<file path="config.mk">
export PLATFORM = sky130hd
export DESIGN_NAME = pctw_top
export DESIGN_NICKNAME = d
export VERILOG_FILES = /design/src/hw/pctw_pkg.sv /design/src/hw/pctw_top.sv
export VERILOG_INCLUDE_DIRS = /design/src /design/src/hw
export SDC_FILE = /design/constraint.sdc
export NUM_CORES = 2
export LEC_CHECK = 0
export BUFFER_PORTS_ARGS = -buffer_cell sky130_fd_sc_hd__buf_2
export CAP_MARGIN = 10
export CORE_MARGIN = 5
export CORE_UTILIZATION = 35
export CTS_CLUSTER_SIZE = 12
export DETAILED_ROUTE_END_ITERATION = 10
export GPL_ROUTABILITY_DRIVEN = 1
export SYNTH_ARGS = -nofsm -noshare
export SYNTH_HDL_FRONTEND = slang
export SYNTH_SLANG_ARGS = --single-unit
</file>
<file path="constraint.sdc">
create_clock -name pclk -period 2.7 [get_ports pclk]
set_input_delay 0.54 -clock pclk [delete_from_list [all_inputs] [get_ports pclk]]
set_output_delay 0.54 -clock pclk [all_outputs]
set_load 0.1 [all_outputs]
</file>
<file path="src/hw/pctw_defs.svh">
// Register offsets, field positions, reset values and timing counts
`ifndef PCTW_DEFS_SVH
`define PCTW_DEFS_SVH

// ---------------------------------------------------------------
// Byte addresses
// ---------------------------------------------------------------
`define PCTW_A_T24_CTRL 8'h00
`define PCTW_A_T24_CMP0 8'h04
`define PCTW_A_T24_CMP1 8'h08
`define PCTW_A_T24_CNT  8'h0C
`define PCTW_A_T24_CAP0 8'h10
`define PCTW_A_T24_CAP1 8'h14
`define PCTW_A_T24_STAT 8'h18
`define PCTW_A_WDT_CTRL 8'h80
`define PCTW_A_WDT_KEY  8'h84
`define PCTW_T16_PAGE   2'h1
`define PCTW_O_CTRL     4'h0
`define PCTW_O_CMP0     4'h4
`define PCTW_O_CMP1     4'h8
`define PCTW_O_STAT     4'hC

// ---------------------------------------------------------------
// Control fields
// ---------------------------------------------------------------
`define PCTW_F_PRE   7:0
`define PCTW_F_RST   9:8
`define PCTW_F_ACT   11:10
`define PCTW_F_ACT1  13:12
`define PCTW_F_GPIO  14
`define PCTW_F_EN    15
`define PCTW_F_SWR   16
`define PCTW_F_IEN24 21:17
`define PCTW_F_IEN16 19:17
`define PCTW_F_CE0   23:22
`define PCTW_F_CE1   25:24
`define PCTW_WMASK24 26'h3FEFFFF
`define PCTW_WMASK16 26'h00EFFFF

// ---------------------------------------------------------------
// Reset values and timing
// ---------------------------------------------------------------
`define PCTW_RST_CTRL 26'h0000000
`define PCTW_WDT_TOUT 17'h10000

`endif

</file>
<file path="src/hw/pctw_pkg.sv">
// Types and helpers of the timer unit
package pctw_pkg;

   // ------------------------------------------------------------
   // Modes
   // ------------------------------------------------------------
   typedef enum logic [1:0] {
      RST_ROLL = 2'h0,
      RST_CMP0 = 2'h1,
      RST_CMP1 = 2'h2
   } pctw_rst_e;

   typedef enum logic [1:0] {
      ACT_NONE = 2'h0,
      ACT_SET  = 2'h1,
      ACT_CLR  = 2'h2,
      ACT_TOG  = 2'h3
   } pctw_act_e;

   typedef enum logic [1:0] {
      EDGE_RISE = 2'h0,
      EDGE_FALL = 2'h1,
      EDGE_BOTH = 2'h2,
      EDGE_OFF  = 2'h3
   } pctw_edge_e;

   // ------------------------------------------------------------
   // State
   // ------------------------------------------------------------
   typedef struct packed {
      logic [7:0]       pre_cnt;
      logic [23:0]      cnt;
      logic [1:0][23:0] cmp;
      logic [1:0][23:0] shadow;
      logic [1:0]       pend;
      logic [1:0][23:0] cap;
      logic [25:0]      ctrl;
      logic [4:0]       flg;
      logic             pin;
      logic             irq;
      logic [1:0][2:0]  csync;
      logic [1:0]       psync;
   } pctw_t24_t;

   typedef struct packed {
      logic [7:0]       pre_cnt;
      logic [15:0]      cnt;
      logic [1:0][15:0] cmp;
      logic [1:0][15:0] shadow;
      logic [1:0]       pend;
      logic [25:0]      ctrl;
      logic [2:0]       flg;
      logic             pin;
      logic             irq;
      logic [1:0]       psync;
   } pctw_t16_t;

   typedef struct packed {
      logic [2:0]  osc;
      logic [16:0] cnt;
      logic        en;
      logic        half;
      logic        rst;
   } pctw_wdt_t;

   typedef struct packed {
      pctw_t24_t       t24;
      pctw_t16_t [3:0] t16;
      pctw_wdt_t       wdt;
      logic            rdy;
      logic [31:0]     rdata;
      logic            slverr;
   } pctw_state_t;

   // ------------------------------------------------------------
   // Helpers
   // ------------------------------------------------------------
   function automatic logic pctw_act_f(input logic [1:0] a,
                                       input logic       p);
      case (a)
         ACT_SET: pctw_act_f = 1'b1;
         ACT_CLR: pctw_act_f = 1'b0;
         ACT_TOG: pctw_act_f = ~p;
         default: pctw_act_f = p;
      endcase
   endfunction : pctw_act_f

   function automatic logic pctw_edge_f(input logic [1:0] m,
                                        input logic [2:0] sy);
      logic r;
      logic f;
      r = sy[1] & ~sy[2];
      f = ~sy[1] & sy[2];
      case (m)
         EDGE_RISE: pctw_edge_f = r;
         EDGE_FALL: pctw_edge_f = f;
         EDGE_BOTH: pctw_edge_f = r | f;
         default:   pctw_edge_f = 1'b0;
      endcase
   endfunction : pctw_edge_f

endpackage : pctw_pkg

</file>
<file path="src/hw/pctw_top.sv">
// Timer unit: 24-bit capture timer, four 16-bit timers, watchdog
`timescale 1ns/1ns
`include "pctw_defs.svh"

module pctw_top #(
   parameter logic [16:0] WDT_TOUT = `PCTW_WDT_TOUT
) (
   input  wire logic        pclk,
   input  wire logic        presetn,
   input  wire logic        ce,
   input  wire logic        psel,
   input  wire logic        penable,
   input  wire logic        pwrite,
   input  wire logic [7:0]  paddr,
   input  wire logic [31:0] pwdata,
   output wire logic        pready,
   output wire logic [31:0] prdata,
   output wire logic        pslverr,
   input  wire logic        capture_input_zero,
   input  wire logic        capture_input_one,
   input  wire logic        timer_output_pin_in,
   output wire logic        timer_output_pin_out,
   output wire logic        timer_output_pin_oe_n,
   output wire logic        t24_irq,
   input  wire logic [3:0]  t16_pin_in,
   output wire logic [3:0]  t16_pin_out,
   output wire logic [3:0]  t16_pin_oe_n,
   output wire logic [3:0]  t16_irq,
   input  wire logic        wdt_osc,
   output wire logic        wdt_cpu_reset
);
   import pctw_pkg::*;

   localparam logic [16:0] WDT_HALF = WDT_TOUT >> 1;

   pctw_state_t      s;
   pctw_state_t      next_s;
   logic             tick24;
   logic             ov24;
   logic [1:0]       ev24;
   logic [1:0]       cap_ev;
   logic [3:0]       tick16;
   logic [3:0]       ov16;
   logic [3:0][1:0]  ev16;
   logic             wtick;
   logic             wd_restart;

   // ------------------------------------------------------------
   // Next state
   // ------------------------------------------------------------
   always_comb begin
      logic        acc;
      logic        wr;
      logic        hit;
      logic        pg16;
      logic [31:0] rv;
      logic [4:0]  clr24;
      logic [2:0]  clr16;
      logic        lvl;
      acc    = psel & penable;
      wr     = acc & s.rdy & pwrite;
      hit    = 1'b1;
      pg16   = paddr[7:6] == `PCTW_T16_PAGE;
      rv     = 32'h0;
      clr24  = 5'h0;
      clr16  = 3'h0;
      lvl    = 1'b0;
      next_s = s;

      // Bus handshake, one wait state
      next_s.rdy    = acc & ~s.rdy;
      next_s.rdata  = 32'h0;
      next_s.slverr = 1'b0;

      // Synchronisers
      next_s.t24.csync[0] = {s.t24.csync[0][1:0], capture_input_zero};
      next_s.t24.csync[1] = {s.t24.csync[1][1:0], capture_input_one};
      next_s.t24.psync    = {s.t24.psync[0], timer_output_pin_in};
      next_s.wdt.osc      = {s.wdt.osc[1:0], wdt_osc};

      // ---------------------------------------------------------
      // 24-bit timer
      // ---------------------------------------------------------
      tick24 = s.t24.ctrl[`PCTW_F_EN] &&
               s.t24.pre_cnt == s.t24.ctrl[`PCTW_F_PRE];
      if (!s.t24.ctrl[`PCTW_F_EN]) begin
         next_s.t24.pre_cnt = 8'h00;
      end else if (tick24) begin
         next_s.t24.pre_cnt = 8'h00;
      end else begin
         next_s.t24.pre_cnt = s.t24.pre_cnt + 8'h01;
      end
      for (int k = 0; k < 2; k++) begin
         ev24[k] = tick24 && s.t24.cnt == s.t24.cmp[k];
      end
      ov24 = tick24 && (&s.t24.cnt);
      if (tick24) begin
         next_s.t24.cnt = s.t24.cnt + 24'h000001;
      end
      case (s.t24.ctrl[`PCTW_F_RST])
         RST_CMP0: if (ev24[0]) next_s.t24.cnt = 24'h0;
         RST_CMP1: if (ev24[1]) next_s.t24.cnt = 24'h0;
         default: ;
      endcase
      for (int k = 0; k < 2; k++) begin
         if (ev24[k] && s.t24.pend[k]) begin
            next_s.t24.cmp[k]  = s.t24.shadow[k];
            next_s.t24.pend[k] = 1'b0;
         end
      end
      cap_ev[0] = pctw_edge_f(s.t24.ctrl[`PCTW_F_CE0],
                              s.t24.csync[0]);
      cap_ev[1] = pctw_edge_f(s.t24.ctrl[`PCTW_F_CE1],
                              s.t24.csync[1]);
      for (int k = 0; k < 2; k++) begin
         if (cap_ev[k]) begin
            next_s.t24.cap[k] = s.t24.cnt;
         end
      end
      if (ev24[1]) begin
         next_s.t24.pin = pctw_act_f(s.t24.ctrl[`PCTW_F_ACT],
                                     s.t24.pin);
      end
      next_s.t24.irq = |(s.t24.flg & s.t24.ctrl[`PCTW_F_IEN24]);

      // ---------------------------------------------------------
      // 16-bit timers
      // ---------------------------------------------------------
      for (int i = 0; i < 4; i++) begin
         next_s.t16[i].psync = {s.t16[i].psync[0], t16_pin_in[i]};
         tick16[i] = s.t16[i].ctrl[`PCTW_F_EN] &&
                     s.t16[i].pre_cnt ==
                     s.t16[i].ctrl[`PCTW_F_PRE];
         if (!s.t16[i].ctrl[`PCTW_F_EN] || tick16[i]) begin
            next_s.t16[i].pre_cnt = 8'h00;
         end else begin
            next_s.t16[i].pre_cnt = s.t16[i].pre_cnt + 8'h01;
         end
         for (int k = 0; k < 2; k++) begin
            ev16[i][k] = tick16[i] &&
                         s.t16[i].cnt == s.t16[i].cmp[k];
         end
         ov16[i] = tick16[i] && (&s.t16[i].cnt);
         if (tick16[i]) begin
            next_s.t16[i].cnt = s.t16[i].cnt + 16'h0001;
         end
         case (s.t16[i].ctrl[`PCTW_F_RST])
            RST_CMP0: if (ev16[i][0]) next_s.t16[i].cnt = 16'h0;
            RST_CMP1: if (ev16[i][1]) next_s.t16[i].cnt = 16'h0;
            default: ;
         endcase
         for (int k = 0; k < 2; k++) begin
            if (ev16[i][k] && s.t16[i].pend[k]) begin
               next_s.t16[i].cmp[k]  = s.t16[i].shadow[k];
               next_s.t16[i].pend[k] = 1'b0;
            end
         end
         if (ev16[i][0]) begin
            next_s.t16[i].pin = pctw_act_f(s.t16[i].ctrl[`PCTW_F_ACT],
                                           s.t16[i].pin);
         end
         if (ev16[i][1]) begin
            next_s.t16[i].pin = pctw_act_f(s.t16[i].ctrl[`PCTW_F_ACT1],
                                           next_s.t16[i].pin);
         end
         next_s.t16[i].irq = |(s.t16[i].flg &
                               s.t16[i].ctrl[`PCTW_F_IEN16]);
      end

      // ---------------------------------------------------------
      // Watchdog
      // ---------------------------------------------------------
      wtick      = s.wdt.osc[1] & ~s.wdt.osc[2];
      wd_restart = wr && paddr == `PCTW_A_WDT_KEY && pwdata[0];
      if (wr && paddr == `PCTW_A_WDT_CTRL && pwdata[0]) begin
         next_s.wdt.en = 1'b1;
      end
      if (!s.wdt.en) begin
         next_s.wdt.cnt = 17'h0;
      end else if (wd_restart) begin
         next_s.wdt.cnt  = 17'h0;
         next_s.wdt.half = 1'b0;
      end else if (wtick && !s.wdt.rst) begin
         next_s.wdt.cnt = s.wdt.cnt + 17'h1;
         if (s.wdt.cnt + 17'h1 == WDT_HALF) begin
            next_s.wdt.half = 1'b1;
         end
         if (s.wdt.cnt + 17'h1 == WDT_TOUT) begin
            next_s.wdt.rst = 1'b1;
         end
      end

      // ---------------------------------------------------------
      // Register writes
      // ---------------------------------------------------------
      if (wr) begin
         case (paddr)
            `PCTW_A_T24_CTRL: begin
               next_s.t24.ctrl = pwdata[25:0] & `PCTW_WMASK24;
               if (pwdata[`PCTW_F_SWR]) begin
                  next_s.t24.cnt     = 24'h0;
                  next_s.t24.pre_cnt = 8'h00;
               end
            end
            `PCTW_A_T24_CMP0, `PCTW_A_T24_CMP1: begin
               if (s.t24.ctrl[`PCTW_F_EN]) begin
                  next_s.t24.shadow[paddr[3]] = pwdata[23:0];
                  next_s.t24.pend[paddr[3]]   = 1'b1;
               end else begin
                  next_s.t24.cmp[paddr[3]]  = pwdata[23:0];
                  next_s.t24.pend[paddr[3]] = 1'b0;
               end
            end
            `PCTW_A_T24_STAT: clr24 = pwdata[4:0];
            default: begin
               for (int i = 0; i < 4; i++) begin
                  if (pg16 && paddr[5:4] == 2'(i)) begin
                     case (paddr[3:0])
                        `PCTW_O_CTRL: begin
                           next_s.t16[i].ctrl = pwdata[25:0] &
                                                `PCTW_WMASK16;
                           if (pwdata[`PCTW_F_SWR]) begin
                              next_s.t16[i].cnt     = 16'h0;
                              next_s.t16[i].pre_cnt = 8'h00;
                           end
                        end
                        `PCTW_O_CMP0, `PCTW_O_CMP1: begin
                           if (s.t16[i].ctrl[`PCTW_F_EN]) begin
                              next_s.t16[i].shadow[paddr[3]] =
                                 pwdata[15:0];
                              next_s.t16[i].pend[paddr[3]] = 1'b1;
                           end else begin
                              next_s.t16[i].cmp[paddr[3]] =
                                 pwdata[15:0];
                              next_s.t16[i].pend[paddr[3]] = 1'b0;
                           end
                        end
                        `PCTW_O_STAT: clr16 = pwdata[18:16];
                        default: ;
                     endcase
                  end
               end
            end
         endcase
      end

      // Sticky flags, a set beats a clear
      next_s.t24.flg = (s.t24.flg & ~clr24) |
                       {ev24[1], ev24[0], cap_ev[1], cap_ev[0],
                        ov24};
      for (int i = 0; i < 4; i++) begin
         next_s.t16[i].flg = (s.t16[i].flg &
                              ~((pg16 && paddr[5:4] == 2'(i)) ?
                                clr16 : 3'h0)) |
                             {ev16[i][1], ev16[i][0], ov16[i]};
      end

      // ---------------------------------------------------------
      // Register reads
      // ---------------------------------------------------------
      lvl = s.t24.ctrl[`PCTW_F_GPIO] ? s.t24.psync[1] : s.t24.pin;
      case (paddr)
         `PCTW_A_T24_CTRL: rv = {6'h0, s.t24.ctrl};
         `PCTW_A_T24_CMP0: rv = {8'h0, s.t24.cmp[0]};
         `PCTW_A_T24_CMP1: rv = {8'h0, s.t24.cmp[1]};
         `PCTW_A_T24_CNT:  rv = {8'h0, s.t24.cnt};
         `PCTW_A_T24_CAP0: rv = {8'h0, s.t24.cap[0]};
         `PCTW_A_T24_CAP1: rv = {8'h0, s.t24.cap[1]};
         `PCTW_A_T24_STAT: rv = {26'h0, lvl, s.t24.flg};
         `PCTW_A_WDT_CTRL: rv = {29'h0, s.wdt.rst, s.wdt.half,
                                 s.wdt.en};
         `PCTW_A_WDT_KEY:  rv = 32'h0;
         default: begin
            hit = 1'b0;
            for (int i = 0; i < 4; i++) begin
               if (pg16 && paddr[5:4] == 2'(i)) begin
                  hit = 1'b1;
                  case (paddr[3:0])
                     `PCTW_O_CTRL: rv = {6'h0, s.t16[i].ctrl};
                     `PCTW_O_CMP0: rv = {16'h0, s.t16[i].cmp[0]};
                     `PCTW_O_CMP1: rv = {16'h0, s.t16[i].cmp[1]};
                     `PCTW_O_STAT: rv = {12'h0,
                        s.t16[i].ctrl[`PCTW_F_GPIO] ?
                        s.t16[i].psync[1] : s.t16[i].pin,
                        s.t16[i].flg, s.t16[i].cnt};
                     default: hit = 1'b0;
                  endcase
               end
            end
         end
      endcase
      if (acc && !s.rdy) begin
         next_s.rdata  = hit ? rv : 32'h0;
         next_s.slverr = ~hit;
      end
   end

   // ------------------------------------------------------------
   // State register
   // ------------------------------------------------------------
   always_ff @(posedge pclk or negedge presetn) begin
      if (!presetn) begin
         s <= '0;
      end else if (ce) begin
         s <= next_s;
      end
   end

   // ------------------------------------------------------------
   // Outputs
   // ------------------------------------------------------------
   assign pready                = s.rdy;
   assign prdata                = s.rdata;
   assign pslverr               = s.slverr;
   assign timer_output_pin_out  = s.t24.pin;
   assign timer_output_pin_oe_n = s.t24.ctrl[`PCTW_F_GPIO];
   assign t24_irq               = s.t24.irq;
   assign wdt_cpu_reset         = s.wdt.rst;

   for (genvar g = 0; g < 4; g++) begin : g_t16_out
      assign t16_pin_out[g]  = s.t16[g].pin;
      assign t16_pin_oe_n[g] = s.t16[g].ctrl[`PCTW_F_GPIO];
      assign t16_irq[g]      = s.t16[g].irq;
   end
endmodule : pctw_top

</file>
==> out/metrics.yaml <==
ys_seq_area_frac: 0.477
tns_ns: 0
max_clock_freq_mhz: 383
yosys_warnings: 0
min_from: "pwdata[24]"
clockPowerShare: 0.442
cp_slowest_cell: "dfrtp_1"
postSynth.asyncResetShare: 1.00
htreeDepth: 3
ys_ff_latch: 733
antenna_left: 0
worst-slew-pin-transition_ns: 1.07
synth_cells: 3611
first_pass_iters: 6
cts.path.max_buffers: 3
hold_violations: 0
status: "finished, final reports clean"
cp.required_ns: 3.24
r2r_slack_ns: 0.09
max_stage_delay_ns: 0.50
fin_util: 0.416
path_class: "reg -> reg"
holdPathStages: 2
coreArea_mm2: 0.109
dieArea_mm2: 0.117
worstReg2RegStart: "s[157]$_DFFE_PN0P_"
wl_per_cell_um: 25.7
place_ws_ns: -0.437
numPortBuffers: 91
min_period_over_period: 0.967
layout-drive-gt1-share: 0.269
synth_top_area_cell: "dfrtp_1"
drc: 0
vdd_drop_max_mv: 0.438
synth.area.top_cells: "dfrtp_1 48%, mux2_2 9.4%, a22oi_1 4.0%, xor2_1 4.0%, o21ai_0 3.2%"
dp.final_hpwl_um: 95800
worst_ep_arrival_time_ns: 3.15
syn2layout_area_growth_pct: 17.8
cts_tree: "done"
drv_cap: 0
crit_chain: "mux2_2 -> a22oi_1 -> o21ai_0 -> a32o_1 -> a221oi_1 -> buf_4 -> nand4_1 -> a22o_1"
clkLatencyLatePin_ns: 0.65
fin_ws_ns: 0.0885
ioPinCount: 104
grt_usage: 0.227
fin_crit_ns: 2.61
synth_flop_cell: "dfrtp_1"
hp-class: "in -> reg"
share_seq_of_total_power: 0.449
rr_endpoint: "prdata[1]$_DFFE_PN0P_"
grt_pass1_wl_um: 202000
p_int_mw: 19.0
slew_headroom: 0.278
synthesis.area_mm2: 0.0385
cts_made_buffers: 83
crit_fanout: 6
leakage_nw: 20.5
min_to: "s[588]$_DFFE_PN0P_"
initial_core_util: 0.353
switching_share: 0.269
routed-via-count: 30901
fin_nets: 3865
grt_overflow: 0
synth_cell_types: 89
cts_sinks: 733
antenna_found_initial: 7
power.density_mw_per_mm2: 574
crit_path_end_kind: "flop"
total_power_mw: 26.0
clock_skew_ns: 0.0289
power_frac_comb: 0.109
dieHeight_um: 342
reg2reg_depth: 8
clk_pin_slew_ns: 0.06
setup_violations: 0
die_w_um: 342
wl_um: 135000
synthDominantCellAreaShare: 0.477
place_congestion: 0.938
rows: 121
drv_slew: 0
grt_max_degree: 111
grt_pass1_vias: 29966
cts_root_buf: "clkbuf_16"
drt_iter0_markers: 3317
viasPerCell: 5.87
synth-edff-count: 0
cp-start-kind: "flop"
p_switching_mw: 7.00
syn_area_per_cell_um2: 10.7
## worst max path at each step
stage / from / end / slack (ns) / cells after the start
floorplan: paddr[2] / flop / 0.11 / 8
global placement: paddr[1] / prdata[6]$_DFFE_PN0P_ / -0.41 / 11
global route: s[38]$_DFFE_PN0P_ / s[35]$_DFFE_PN0P_ / -0.006 / 8
finish: s[157]$_DFFE_PN0P_ / prdata[1]$_DFFE_PN0P_ / 0.09 / 8
CTS: s[751]$_DFFE_PN0P_ / s[718]$_DFFE_PN0P_ / 0.01 / 7
detailed placement: paddr[1] / prdata[6]$_DFFE_PN0P_ / -0.44 / 11
## through the flow
step	cell area (um2)	std cells	hold slack (ns)
after detailed placement	42500	5113	0.461
after global placement	42500	5113	0.455
after CTS	45300	5264	0.0893
after floorplan	38500	3616	0.244
after global routing	45300	5264	0.116
final	45400	5267	0.125
## cell usage after synthesis, drive strengths merged (5+ instances only)
library cell	instances
dfrtp	733
mux2	320
nand2	312
o21ai	265
a22oi	207
clkbuf	204
xor2	175
buf	157
nand3	130
nor2	99
inv	88
o2bb2ai	85
a21oi	79
nand4	64
xnor2	62
nor4	55
a31oi	48
mux4	45
o22ai	44
and3	43
a22o	32
and2	31
mux2i	30
nor3	30
a2bb2oi	28
ha	26
nand2b	22
a221oi	21
o31ai	20
a21o	13
o311ai	12
a221o	11
a222oi	11
nor2b	9
or3	9
nor3b	8
a41oi	7
nand3b	6
o211ai	6
o41ai	6
a211oi	5
## per-layer routing
layer,track usage,vias up,share of wire
met3,0.0476,248,0.086
met2,0.344,1394,0.44
li1,-,13582,-
met5,0,-,0.00020
met1,0.325,15673,0.44
met4,0.0727,4,0.034
## kinds of logic (layout without fill, tap and decap cells)
kind of cell	Yosys count	in the layout	synth area share
AOI/OAI and AO/OA	931	931	0.167
and+or+nand+nor	839	839	0.113
DFF	733	733	0.477
buffers and inverters	449	683	0.0533
muxes	395	395	0.128
xor gates and xnor gates	237	237	0.0539
adders and majority gates	26	26	0.00845
other	1	9	0.0000974
## worst max-delay path, delay by kind of cell, from the launching register on
| family | cells | cell delay, ns |
|---|---|---|
| AOI/OAI and AO/OA | 5 | 1.38 |
| muxes | 1 | 0.32 |
| buffers and inverters | 1 | 0.24 |
| and+or+nand+nor | 1 | 0.09 |
| DFF | 1 | 0.50 |
## cell usage in the layout, fill, tap and decap left out, types with 22 or more instances in the layout
master	instances
mux4_2	45
a31oi_1	45
and2_1	27
inv_1	87
ha_1	26
nand2b_1	22
a21oi_1	78
a22o_1	32
xnor2_1	62
nand2_1	309
buf_4	296
nand4_1	63
a22oi_1	206
buf_2	87
and3_1	43
clkbuf_16	85
clkbuf_8	23
o22ai_1	44
o21ai_0	245
xor2_1	175
nor4_1	40
a2bb2oi_1	28
mux2i_1	30
mux2_2	320
buf_12	59
nand3_1	128
nor2_1	80
dfrtp_1	731
o2bb2ai_1	85
## layout make-up
| cell class | count | area, um2 |
|---|---|---|
| Timing Repair Buffer | 445 | 3880 |
| Clock buffer | 122 | 2490 |
| Sequential cell | 733 | 18300 |
| Clock inverter | 28 | 273 |
| Inverter | 88 | 335 |
| Fill cell | 10434 | 63700 |
| Antenna cell | 3 | 7.51 |
| Tap cell | 1414 | 1770 |
| Multi-Input combinational cell | 2434 | 18300 |
## power groups by stage
stage | logic [mW] | registers, mW | clock network (mW)
3_5_place_dp | 2.79 | 11.9 | 0
3_3_place_gp | 2.76 | 11.9 | 0
6_report | 2.84 | 11.7 | 11.5
5_1_grt | 3.08 | 11.7 | 12.1
2_1_floorplan | 1.53 | 11.7 | 0
4_1_cts | 2.81 | 11.7 | 11.7
## repair_timing
item | in CTS | in global routing
gates resized for setup | 1 | 15
buffers inserted | 0 | 0
hold endpoints to repair | 40 | 0
pin swaps | 0 | 2
hold buffers | 1 | 0
endpoints found under the setup margin | 5 | 148
Power figures use the tool's default switching activity.
